[config.mk]
export PLATFORM = sky130hd
export DESIGN_NAME = wfm_top
export DESIGN_NICKNAME = d
export VERILOG_FILES = /design/src/wfm_pkg.sv /design/src/wfm_top.sv
export SDC_FILE = /design/constraint.sdc
export NUM_CORES = 1
export LEC_CHECK = 0
export BUFFER_PORTS_ARGS = -buffer_cell sky130_fd_sc_hd__buf_2
export CORE_MARGIN = 4
export CORE_UTILIZATION = 42
export CTS_BUF_LIST = sky130_fd_sc_hd__clkbuf_2
export CTS_CLUSTER_DIAMETER = 200
export DETAILED_ROUTE_END_ITERATION = 16
export PLACE_DENSITY = 0.87
export SLEW_MARGIN = 20
export SYNTH_ARGS = -nofsm -noshare
export SYNTH_HDL_FRONTEND = slang
export SYNTH_SLANG_ARGS = --single-unit
[constraint.sdc]
create_clock -name clk -period 1.7 [get_ports clk]
set_input_delay 0.085 -clock clk [delete_from_list [all_inputs] [get_ports clk]]
set_output_delay 0.085 -clock clk [all_outputs]
set_load 0.01 [all_outputs]
[src/wfm_pkg.sv]
package wfm_pkg;

   // ==========================================================
   // register map (byte addresses, one word each)
   localparam logic [11:0] OFS_CTRL     = 12'h000;
   localparam logic [11:0] OFS_STATUS   = 12'h004;
   localparam logic [11:0] OFS_IRQ_STAT = 12'h008;
   localparam logic [11:0] OFS_IRQ_MASK = 12'h00c;

   // ==========================================================
   // control register fields
   localparam int CTRL_CLR_BIT = 0;

   // ==========================================================
   // status register fields
   localparam int ST_WR_UNREADY = 0;
   localparam int ST_OVERLAP    = 1;
   localparam int ST_NO_AC      = 2;
   localparam int ST_MULTI_HEAD = 3;
   localparam int ST_DRV_FAULT  = 4;
   localparam int ST_INTERLOCK  = 5;
   localparam int ST_DRV_READY  = 6;
   localparam int ST_UNLOADING  = 7;
   localparam int ST_SUPPLY     = 8;

   // ==========================================================
   // interrupt events, same layout in status and mask
   localparam int EV_W          = 6;
   localparam int EV_WR_UNREADY = 0;
   localparam int EV_OVERLAP    = 1;
   localparam int EV_NO_AC      = 2;
   localparam int EV_MULTI_HEAD = 3;
   localparam int EV_INTERLOCK  = 4;
   localparam int EV_RETRACTED  = 5;
   localparam logic [EV_W-1:0] IRQ_MASK_RST = 6'h00;

   // ==========================================================
   // types
   typedef struct packed {
      logic writeUnready;
      logic overlap;
      logic noAc;
      logic multiHead;
   } wfm_latch_t;

   localparam wfm_latch_t LATCH_RST = 4'h0;

   typedef enum logic [1:0] {
      UNL_IDLE,
      UNL_RETRACT,
      UNL_STOP,
      UNL_HOLD
   } wfm_unload_t;

endpackage

[src/wfm_top.sv]
// Function
// - general interlock fault: output low, indicator on, unload, brake, unlock door.
// - supply or spindle-board interlock: output low, indicator on, unload, no brake or unlock; supply lamp off for a supply fault only.
// - watch two soft and three destructive read/write fault conditions.
// - latch write-unready when writing, heads unsettled and no other fault.
// - write-unready latch drives its output, soft, combined, lamp and status bit 4.
// - soft latches clear on power-on start, run switch or clear-status command.
// - latch overlap when read gate rises during write with no other fault.
// - overlap latch drives its output, soft, combined, lamp and status bit 4.
// - any latched read/write fault holds combined fault low, blocking all later read/write faults; the interlock still latches.
// - latch no-AC when AC current absent during write with no fault.
// - destructive fault drives its signal low and starts unload, no spindle brake.
// - destructive latches clear only on power-on start or run switch.
// - latch multi-head when multi-head select low and no other fault.
// - DC current without write mode sets both no-AC and multi-head latches.
// - unload lights lamp, status 4, retracts, drops ready and servo, ends retracted.
//
// The APB slave port and the register addresses are this design's own decisions.
`timescale 1ns/1ns
module wfm_top #(
   parameter int ADDR_W = 12
) (
   input  wire logic              clk,
   input  wire logic              reset_n,
   input  wire logic              psel,
   input  wire logic              penable,
   input  wire logic              pwrite,
   input  wire logic [ADDR_W-1:0] paddr,
   input  wire logic [31:0]       pwdata,
   output logic [31:0]            prdata,
   output logic                   pready,
   output logic                   pslverr,
   input  wire logic              write_mode,
   input  wire logic              heads_unsettled,
   input  wire logic              read_gate_active,
   input  wire logic              ac_write_current,
   input  wire logic              multi_head_select_n,
   input  wire logic              dc_write_current,
   input  wire logic              power_on_seq_start,
   input  wire logic              run_switch_run,
   input  wire logic              clear_status_cmd,
   input  wire logic              interlock_fault,
   input  wire logic              logic_supply_good,
   input  wire logic              spindle_board_present,
   input  wire logic              heads_retracted,
   output logic                   write_unready_fault_out_n,
   output logic                   overlap_fault_out_n,
   output logic                   no_ac_fault_out_n,
   output logic                   multi_head_fault_out_n,
   output logic                   any_write_fault_n,
   output logic                   nondestructive_fault_n,
   output logic                   destructive_fault_n,
   output logic                   interlock_fault_out_n,
   output logic                   drive_fault_lamp_n,
   output logic                   supply_lamp,
   output logic                   retract_request,
   output logic                   drive_ready,
   output logic                   servo_enable,
   output logic                   spindle_brake,
   output logic                   door_unlock,
   output logic                   irq
);

   // ==========================================================
   // declarations
   wfm_pkg::wfm_latch_t  latch_q;
   wfm_pkg::wfm_latch_t  latch_d;
   wfm_pkg::wfm_unload_t unlState_q;
   wfm_pkg::wfm_unload_t unlState_d;
   logic                 readGatePrev_q;
   logic                 ilLatch_q;
   logic                 ilLatch_d;
   logic                 fullSeq_q;
   logic                 fullSeq_d;
   logic                 regClr_q;
   logic                 softClr;
   logic                 hardClr;
   logic                 noFault;
   logic                 setWar;
   logic                 setOverlap;
   logic                 setNoAc;
   logic                 setMulti;
   logic                 setDc;
   logic                 ilPartial;
   logic                 unloadReq;
   logic [wfm_pkg::EV_W-1:0] irqStat_q;
   logic [wfm_pkg::EV_W-1:0] irqStat_d;
   logic [wfm_pkg::EV_W-1:0] irqMask_q;
   logic [wfm_pkg::EV_W-1:0] events;
   logic [31:0]          statusWord;
   logic                 apbSetup;
   logic                 apbDone;
   logic                 hitCtrl;
   logic                 hitStatus;
   logic                 hitIrqStat;
   logic                 hitIrqMask;

   // ==========================================================
   // clear pulses
   // a register write is turned into a one-cycle command, like the decoded pin
   assign hardClr = power_on_seq_start | run_switch_run;
   assign softClr = hardClr | clear_status_cmd | regClr_q;

   // ==========================================================
   // fault set conditions
   assign noFault    = (latch_q == wfm_pkg::LATCH_RST);
   assign setWar     = write_mode & heads_unsettled & noFault;
   assign setOverlap = write_mode & read_gate_active & ~readGatePrev_q
                       & noFault;
   assign setNoAc    = write_mode & ~ac_write_current & noFault;
   assign setMulti   = ~multi_head_select_n & noFault;
   assign setDc      = dc_write_current & ~write_mode & noFault;

   // clear sits outside the set so it always wins
   always_comb begin
      latch_d = latch_q;
      latch_d.writeUnready = softClr ? 1'b0 : (latch_q.writeUnready | setWar);
      latch_d.overlap      = softClr ? 1'b0 : (latch_q.overlap | setOverlap);
      latch_d.noAc         = hardClr ? 1'b0 : (latch_q.noAc | setNoAc | setDc);
      latch_d.multiHead    = hardClr ? 1'b0 : (latch_q.multiHead | setMulti | setDc);
   end

   always_ff @(posedge clk) begin
      if (!reset_n) begin
         latch_q        <= wfm_pkg::LATCH_RST;
         readGatePrev_q <= 1'b0;
      end else begin
         latch_q        <= latch_d;
         readGatePrev_q <= read_gate_active;
      end
   end

   // ==========================================================
   // interlock latch
   assign ilPartial = ~logic_supply_good | ~spindle_board_present;
   assign ilLatch_d = hardClr ? 1'b0 : (ilLatch_q | interlock_fault);

   always_ff @(posedge clk) begin
      if (!reset_n) begin
         ilLatch_q <= 1'b0;
      end else begin
         ilLatch_q <= ilLatch_d;
      end
   end

   // ==========================================================
   // head unload sequencer
   // destructive faults never ask for the spindle stop; only a full interlock does
   assign unloadReq = latch_d.noAc | latch_d.multiHead | ilLatch_d;

   always_comb begin
      unlState_d = unlState_q;
      fullSeq_d  = fullSeq_q;
      if (hardClr) begin
         unlState_d = wfm_pkg::UNL_IDLE;
         fullSeq_d  = 1'b0;
      end else begin
         if (interlock_fault && !ilPartial) begin
            fullSeq_d = 1'b1;
         end
         unique case (unlState_q)
            wfm_pkg::UNL_IDLE: begin
               if (unloadReq) begin
                  unlState_d = wfm_pkg::UNL_RETRACT;
               end
            end
            wfm_pkg::UNL_RETRACT: begin
               if (heads_retracted) begin
                  unlState_d = fullSeq_d ? wfm_pkg::UNL_STOP : wfm_pkg::UNL_HOLD;
               end
            end
            wfm_pkg::UNL_STOP: begin
               unlState_d = wfm_pkg::UNL_STOP;
            end
            wfm_pkg::UNL_HOLD: begin
               if (fullSeq_d) begin
                  unlState_d = wfm_pkg::UNL_STOP;
               end
            end
         endcase
      end
   end

   always_ff @(posedge clk) begin
      if (!reset_n) begin
         unlState_q <= wfm_pkg::UNL_IDLE;
         fullSeq_q  <= 1'b0;
      end else begin
         unlState_q <= unlState_d;
         fullSeq_q  <= fullSeq_d;
      end
   end

   // ==========================================================
   // registered outputs, taken from next-state so they track the latches
   always_ff @(posedge clk) begin
      if (!reset_n) begin
         write_unready_fault_out_n <= 1'b1;
         overlap_fault_out_n       <= 1'b1;
         no_ac_fault_out_n         <= 1'b1;
         multi_head_fault_out_n    <= 1'b1;
         any_write_fault_n         <= 1'b1;
         nondestructive_fault_n    <= 1'b1;
         destructive_fault_n       <= 1'b1;
         interlock_fault_out_n     <= 1'b1;
         drive_fault_lamp_n        <= 1'b1;
         supply_lamp               <= 1'b0;
         retract_request           <= 1'b0;
         spindle_brake             <= 1'b0;
         door_unlock               <= 1'b0;
      end else begin
         write_unready_fault_out_n <= ~latch_d.writeUnready;
         overlap_fault_out_n       <= ~latch_d.overlap;
         no_ac_fault_out_n         <= ~latch_d.noAc;
         multi_head_fault_out_n    <= ~latch_d.multiHead;
         any_write_fault_n         <= (latch_d == wfm_pkg::LATCH_RST);
         nondestructive_fault_n    <= ~(latch_d.writeUnready | latch_d.overlap);
         destructive_fault_n       <= ~(latch_d.noAc | latch_d.multiHead);
         interlock_fault_out_n     <= ~ilLatch_d;
         drive_fault_lamp_n        <= (latch_d == wfm_pkg::LATCH_RST) & ~ilLatch_d
                                      & (unlState_d == wfm_pkg::UNL_IDLE);
         supply_lamp               <= logic_supply_good;
         retract_request           <= (unlState_d == wfm_pkg::UNL_RETRACT);
         spindle_brake             <= (unlState_d == wfm_pkg::UNL_STOP);
         door_unlock               <= (unlState_d == wfm_pkg::UNL_STOP);
      end
   end

   // ready and servo drop on unload start, come back with a hard clear
   always_ff @(posedge clk) begin
      if (!reset_n) begin
         drive_ready  <= 1'b0;
         servo_enable <= 1'b0;
      end else if (hardClr) begin
         drive_ready  <= 1'b1;
         servo_enable <= 1'b1;
      end else if (unlState_d != wfm_pkg::UNL_IDLE) begin
         drive_ready  <= 1'b0;
         servo_enable <= 1'b0;
      end
   end

   // ==========================================================
   // status word
   always_comb begin
      statusWord = 32'h0000_0000;
      statusWord[wfm_pkg::ST_WR_UNREADY] = latch_q.writeUnready;
      statusWord[wfm_pkg::ST_OVERLAP]    = latch_q.overlap;
      statusWord[wfm_pkg::ST_NO_AC]      = latch_q.noAc;
      statusWord[wfm_pkg::ST_MULTI_HEAD] = latch_q.multiHead;
      statusWord[wfm_pkg::ST_DRV_FAULT]  = ~drive_fault_lamp_n;
      statusWord[wfm_pkg::ST_INTERLOCK]  = ilLatch_q;
      statusWord[wfm_pkg::ST_DRV_READY]  = drive_ready;
      statusWord[wfm_pkg::ST_UNLOADING]  = (unlState_q != wfm_pkg::UNL_IDLE);
      statusWord[wfm_pkg::ST_SUPPLY]     = supply_lamp;
   end

   // ==========================================================
   // apb slave: no wait state, data latched in setup
   assign apbSetup   = psel & ~penable & ~pready;
   assign apbDone    = psel & penable & pready;
   assign hitCtrl    = (paddr == wfm_pkg::OFS_CTRL);
   assign hitStatus  = (paddr == wfm_pkg::OFS_STATUS);
   assign hitIrqStat = (paddr == wfm_pkg::OFS_IRQ_STAT);
   assign hitIrqMask = (paddr == wfm_pkg::OFS_IRQ_MASK);

   always_ff @(posedge clk) begin
      if (!reset_n) begin
         pready  <= 1'b0;
         pslverr <= 1'b0;
         prdata  <= 32'h0000_0000;
      end else begin
         pready  <= apbSetup;
         pslverr <= apbSetup & ~(hitCtrl | hitStatus | hitIrqStat | hitIrqMask);
         if (apbSetup && !pwrite) begin
            unique case (1'b1)
               hitStatus:  prdata <= statusWord;
               hitIrqStat: prdata <= {{(32-wfm_pkg::EV_W){1'b0}}, irqStat_q};
               hitIrqMask: prdata <= {{(32-wfm_pkg::EV_W){1'b0}}, irqMask_q};
               default:    prdata <= 32'h0000_0000;
            endcase
         end
      end
   end

   always_ff @(posedge clk) begin
      if (!reset_n) begin
         regClr_q  <= 1'b0;
         irqMask_q <= wfm_pkg::IRQ_MASK_RST;
      end else begin
         regClr_q <= apbDone & pwrite & hitCtrl & pwdata[wfm_pkg::CTRL_CLR_BIT];
         if (apbDone && pwrite && hitIrqMask) begin
            irqMask_q <= pwdata[wfm_pkg::EV_W-1:0];
         end
      end
   end

   // ==========================================================
   // interrupts; a new event beats the read-clear
   always_comb begin
      events = '0;
      events[wfm_pkg::EV_WR_UNREADY] = latch_d.writeUnready & ~latch_q.writeUnready;
      events[wfm_pkg::EV_OVERLAP]    = latch_d.overlap & ~latch_q.overlap;
      events[wfm_pkg::EV_NO_AC]      = latch_d.noAc & ~latch_q.noAc;
      events[wfm_pkg::EV_MULTI_HEAD] = latch_d.multiHead & ~latch_q.multiHead;
      events[wfm_pkg::EV_INTERLOCK]  = ilLatch_d & ~ilLatch_q;
      events[wfm_pkg::EV_RETRACTED]  = (unlState_q == wfm_pkg::UNL_RETRACT)
                                       & (unlState_d != wfm_pkg::UNL_RETRACT);
      irqStat_d = irqStat_q;
      if (apbDone && !pwrite && hitIrqStat) begin
         irqStat_d = '0;
      end
      irqStat_d = irqStat_d | events;
   end

   always_ff @(posedge clk) begin
      if (!reset_n) begin
         irqStat_q <= '0;
         irq       <= 1'b0;
      end else begin
         irqStat_q <= irqStat_d;
         irq       <= |(irqStat_d & ((apbDone && pwrite && hitIrqMask)
                                    ? pwdata[wfm_pkg::EV_W-1:0] : irqMask_q));
      end
   end
endmodule

# Yosys cells after proc, flatten, opt, wreduce, memory -nomap -nowiden
# Cells that the tools add are included.
totals:
  word_cells: 141
  inputBits: 62
  reg_bits: 70
  output_inout_bits: 50
classes:
  eq_ne: 9
  n_mux: 18
  reduce_logical: 18
  bitwise: 68
ops:
  columns: ["op", "count"]
  rows:
  - ["9-bit case mux with 3 select lines", 1]
  - ["1-bit AND", 26]
  - ["12-bit by 4-bit == test with 1-bit output, second input constant", 2]
  - ["1-bit inverter", 23]
  - ["1-bit bitwise OR", 17]
  - ["12-bit by 3-bit == test with 1-bit output, second input constant", 1]
  - ["12-bit logical NOT", 1]
  - ["6-bit two-way mux", 2]
  - ["1-bit two-way mux", 10]
  - ["4-bit logical NOT", 2]
  - ["2-bit two-way mux", 4]
  - ["2-bit case mux with 4 select lines", 1]
  - ["6-bit AND", 1]
  - ["2-bit == test, second input constant", 3]
  - ["1-bit logical AND", 6]
  - ["6-bit bitwise OR", 1]
  - ["2-bit nonzero test", 3]
  - ["6-bit OR reduction", 1]
  - ["2-bit by 1-bit == test with 1-bit output, second input constant", 2]
  - ["2-bit logical NOT", 2]
  - ["1-bit logical NOT", 2]
  - ["2-bit by 1-bit inequality test with 1-bit output, second input constant", 1]
  - ["2-bit OR reduction", 1]

# Depth between registers and ports, before layout
logic_depth:
  depth_word: 16
  depth_mapped: 6
  ltp_nobuf: 5

# Least setup slack after synthesis
# OpenSTA, ideal clock, no wires.
synth_path:
  path_kind: "reg2reg"
  startpoint: "register latch_q[1] in the netlist's numbering"
  endpoint: "register door_unlock"
  setup_time_ps: 115
  slack_ps: 109
  arrival_time_ps: 1476
  period_less_slack_ps: 1591
  path_buffers: 0
  path_stages_with_launch: 6
  t_required_ps: 1585
  path_cell_list: "dfxtp_1 -> or4_4 -> a31oi_1 -> o21ai_1 -> and2_1 -> o21a_1"
synth_via:
  elab_chain_len: 11
  elab_cells_between_ends: 16
  cone_classes: "eq/ne: 1; mux: 5; bitwise: 9; reduce/logical: 1"
synth_lines:
  columns: ["item", "line", "rtl"]
  rows:
  - ["start, declared", "wfm_top.sv:66", "wfm_pkg::wfm_latch_t latch_q;"]
  - ["start signal, assigned", "wfm_top.sv:125", "latch_q <= wfm_pkg::LATCH_RST;"]
  - ["start signal, assigned", "wfm_top.sv:128", "latch_q <= latch_d;"]
  - ["4-bit logical NOT", "wfm_top.sv:106", "assign noFault = (latch_q == wfm_pkg::LATCH_RST);"]
  - ["1-bit AND, on equally long branches", "wfm_top.sv:110, wfm_top.sv:111", null]
  - ["1-bit bitwise OR, on equally long branches (2 in series)", "wfm_top.sv:119, wfm_top.sv:120", null]
  - ["1-bit two-way mux, on equally long branches", "wfm_top.sv:119, wfm_top.sv:120", null]
  - ["1-bit bitwise OR * (2 in series)", "wfm_top.sv:149", "assign unloadReq = latch_d.noAc | latch_d.multiHead | ilLatch_d;"]
  - ["2-bit two-way mux *", "wfm_top.sv:163", "if (unloadReq) begin"]
  - ["2-bit case mux with 4 select lines *", "wfm_top.sv:161", "unique case (unlState_q)"]
  - ["2-bit two-way mux *", "wfm_top.sv:154", "if (hardClr) begin"]
  - ["2-bit == test *", "wfm_top.sv:225", "door_unlock <= (unlState_d == wfm_pkg::UNL_STOP);"]
  - ["end signal, assigned", "wfm_top.sv:225", null]
  - ["end, declared", "wfm_top.sv:60", "output logic door_unlock,"]
# Every way passes the cells marked *; elsewhere a longest branch is shown, timed or not.
# A chain may end at the register's enable or synchronous reset.

# Final worst setup path
layout_path:
  startpoint: "register latch_q[3] in the netlist's numbering"
  endpoint: "register irq"
layout_via:
  elab_chain_len: 15
  elab_cells_between_ends: 31
  cone_classes: "eq/ne: 1; mux: 7; bitwise: 21; reduce/logical: 2"
layout_lines:
  columns: ["item", "line", "rtl"]
  rows:
  - ["4-bit logical NOT", "wfm_top.sv:106", null]
  - ["1-bit AND, on equally long branches", "wfm_top.sv:110, wfm_top.sv:111", null]
  - ["1-bit bitwise OR, on equally long branches (2 in series)", "wfm_top.sv:119, wfm_top.sv:120", null]
  - ["1-bit two-way mux, on equally long branches", "wfm_top.sv:119, wfm_top.sv:120", null]
  - ["1-bit bitwise OR (2 in series)", "wfm_top.sv:149", null]
  - ["2-bit two-way mux", "wfm_top.sv:163", null]
  - ["2-bit case mux with 4 select lines", "wfm_top.sv:161", null]
  - ["2-bit two-way mux", "wfm_top.sv:154", null]
  - ["2-bit by 1-bit inequality test with 1-bit output", "wfm_top.sv:308", "& (unlState_d != wfm_pkg::UNL_RETRACT);"]
  - ["1-bit AND", "wfm_top.sv:308", null]
  - ["6-bit bitwise OR *", "wfm_top.sv:313", "irqStat_d = irqStat_d | events;"]
  - ["6-bit AND *", "wfm_top.sv:322", "irq <= |(irqStat_d & ((apbDone && pwrite && hitIrqMask)"]
  - ["6-bit OR reduction *", "wfm_top.sv:322", null]
  - ["end signal, assigned", "wfm_top.sv:322", null]
  - ["end, declared", "wfm_top.sv:61", "output logic irq"]
# Marked as above.

==> run_results.csv <==
group,metric,value,unit
status,outcome,"finished, violations left",
status,failed_checks,"setup timing",
critical_path,arrival,2040,ps
hold_path,holdPathStages,3,
critical_path,path_buf_inv,0,
critical_path,slowest_stage,"or4_4",
sta,fin_crit,1700,ps
critical_path,reg2reg_from,"latch_q[3]$_SDFF_PN0_",
sta,min_period_over_period,100,%
floorplanning,die-area,6420,sq um
yosys,seq_area_frac_synth,43.1,%
global_route,grt_overflow,0,
floorplanning,start_util,44.8,%
sta,hold_violations,0,
yosys,synth-edff-count,0,
hold_path,min_path_type,"in2reg",
clocking,clock_tree.buffer_depth,2,
final_layout,diodes,0,
clocking,htreeDepth,2,
routing,viasPerCell,4.94,
yosys,syn-cell-area,2180,sq um
final_layout,drive_gt1_share,33.4,%
power,p_per_area,697,nW/um^2
routing,wl_per_cell,13.9,um
sta,setup_viol,1,
power,irDropWorstVdd,0.464,mV
sta,fin_skew,24.2,ps
clocking,tritoncts.num_buffers,5,
yosys,synth_cell_types,48,
critical_path,worst_ep_required_time,2040,ps
yosys,synthArstFlopShare,0,%
sta,fin_ws,-0.406,ps
power,power.leakage,1.28,nW
routing,wl,5460,um
critical_path,path_cells,"or4_4 -> a21oi_4 -> a221oi_2 -> o22a_1 -> a41oi_2",
global_route,grt_pass1_wl,8650,um
global_route,grt_pass1_vias,1950,
critical_path,worstSetupPathType,"reg2reg",
critical_path,regToRegSetupSlack,-0.4,ps
yosys,yosysWarnings,0,
place,postPlaceCellArea,2540,sq um
routing,via_count,1942,
critical_path,reg2regPathDepth,5,
floorplanning,rows,25,
yosys,syn_inst,239,
critical_path,path_delay_family,"compound AO/OA/AOI/OAI gates",
place,hpwl,4130,um
flow_run,drv_cap,0,
floorplanning,io_pins,112,
yosys,netlist_top_cells_count,"dfxtp_1, nor2_1, buf_4, and2_1, nand2_1",
clocking,clk_latency,420,ps
global_route,antenna_found_initial,0,
critical_path,reg2reg_to,"irq$_SDFF_PN0_",
clocking,cts.sinks,47,
critical_path,cp-end-kind,"flip-flop",
critical_path,start_kind,"flip-flop",
routing,drtPass1Iterations,4,
yosys,synth_top_area_share,43.1,%
routing,initialDrtViolationCount,92,
hold_path,holdPathEnd,"irqMask_q[4]$_SDFF_PN0_",
floorplanning,die-height,80.1,um
sta,fmax,588,MHz
final_layout,area.growth.synth_to_final,27.1,%
yosys,avgSynthCellArea,9.14,sq um
hold_path,hold_start,"pwdata[4]",
power,power.total,1.94,mW
final_layout,stdcell_area,2780,sq um
routing,drc,0,
floorplanning,core,4880,sq um
yosys,synth-main-ff-cell,"dfxtp_1",
yosys,synth_top_area_cell,"dfxtp_1",
place,gp_congestion,0.855,
place,io_buffers,62,
final_layout,nets,387,
yosys,synth-seq-cells,47,
critical_path,critical_path.max_fanout,3,
routing,ant_nets,0,
yosys,synthTopCellsByArea,"dfxtp_1, buf_4, nor2_1",
sta,maxSlewViolCount,0,
critical_path,critPathMaxStageDelay,580,ps
clocking,root_buffer,"clkbuf_2",
floorplanning,die_w,80.1,um
yosys,yosysMostFrequentCell,"dfxtp_1",
clocking,cts_tree,"yes",
sta,rsz0062_at_grt,"yes",
clocking,clk_pin_slew_worst_paths,210,ps
global_route,grt_max_degree,19,
global_route,grt_use_total,17.1,%
## cells by family (layout without fill, tap and decap cells)
| group | Yosys count | in the layout | share of synthesized area [%] |
|---|---|---|---|
| muxes | 12 | 12 | 5.90 |
| buffers and inverters | 40 | 105 | 11.2 |
| other | 1 | 23 | 0.172 |
| AOI/OAI and AO/OA | 46 | 46 | 14.9 |
| DFF | 47 | 47 | 43.1 |
| and+or+nand+nor | 93 | 93 | 24.7 |
## layout by cell type (no fill, tap or decap), types with 4 or more instances in the layout
master | netlist | layout
a21boi_0 | 4 | 4
clkbuf_2 | 0 | 6
dfxtp_1 | 47 | 44
nand2_1 | 12 | 12
a21oi_1 | 6 | 5
inv_1 | 8 | 8
mux2i_1 | 5 | 5
dlygate4sd3_1 | 0 | 14
nor2_1 | 36 | 36
buf_4 | 25 | 13
conb_1 | 1 | 23
buf_2 | 1 | 62
mux2_2 | 7 | 7
o21ai_1 | 9 | 9
and2_1 | 13 | 13
a22oi_1 | 8 | 8
## flip-flops by register name, summed over array words and instances (netlist names), 2 cells and up
name / count
prdata: 9
irqStat_q: 6
irqMask_q: 6
unlState_q: 2
latch_q: 4
## how the worst max path moves through the flow
stage          cells after the start                  start                      to
4_1_cts                            5  latch_q[1]$_SDFF_PN0_          irq$_SDFF_PN0_
3_5_place_dp                       6               paddr[1]          irq$_SDFF_PN0_
2_1_floorplan                      5  latch_q[1]$_SDFF_PN0_  door_unlock$_SDFF_PN0_
5_1_grt                            5  latch_q[3]$_SDFF_PN0_          irq$_SDFF_PN0_
3_3_place_gp                       6               paddr[5]          irq$_SDFF_PN0_
6_report                           5  latch_q[3]$_SDFF_PN0_          irq$_SDFF_PN0_
## power by group
part / total (mW) / internal (mW) / switching (mW)
clock: 0.447 / 0.0990 / 0.348
sequential: 1.16 / 1.14 / 0.0246
combinational: 0.326 / 0.149 / 0.178
total: 1.94 / 1.39 / 0.550
## through the flow
stage	TNS, ps	utilization [%]	setup WS [ps]	hold slack (ps)	std cells
after global placement	-19.7	52.0	-19.7	304	370
after floorplan	0	-	109	207	261
after global routing	-22.3	56.9	-22.3	17.5	393
final	-0.406	56.9	-0.406	45.2	393
after detailed placement	-23.8	52.0	-23.8	309	370
after CTS	0	56.1	10.6	2.10	391
## tightest hold or removal path, stage by stage
cell	delay (ps)
buf_2	80
mux2_2	150
and2_1	110
## timing repair
action,in CTS,in global routing
pin swaps,1,2
gates resized for setup,8,3
hold buffers,13,1
endpoints found under the hold margin,10,1
setup endpoints to repair,2,2
buffers inserted,0,1
## routing by layer
| metal | vias to the layer above | global-route usage (%) | part of all wire, % |
|---|---|---|---|
| met3 | 5 | 2.91 | 7.9 |
| met4 | 0 | 5.91 | 0.88 |
| li1 | 957 | - | - |
| met5 | - | 0 | 0 |
| met1 | 896 | 20.6 | 43 |
| met2 | 84 | 30.5 | 48 |
## final cells by class
cell class,count,area [sq um]
Fill cell,463,2100
Sequential cell,47,945
Timing Repair Buffer,89,548
Inverter,8,30.0
Multi-Input combinational cell,174,1130
Clock inverter,2,7.51
Tap cell,67,83.8
Clock buffer,6,30.0
Note: power is estimated with default switching activity, not from simulation.
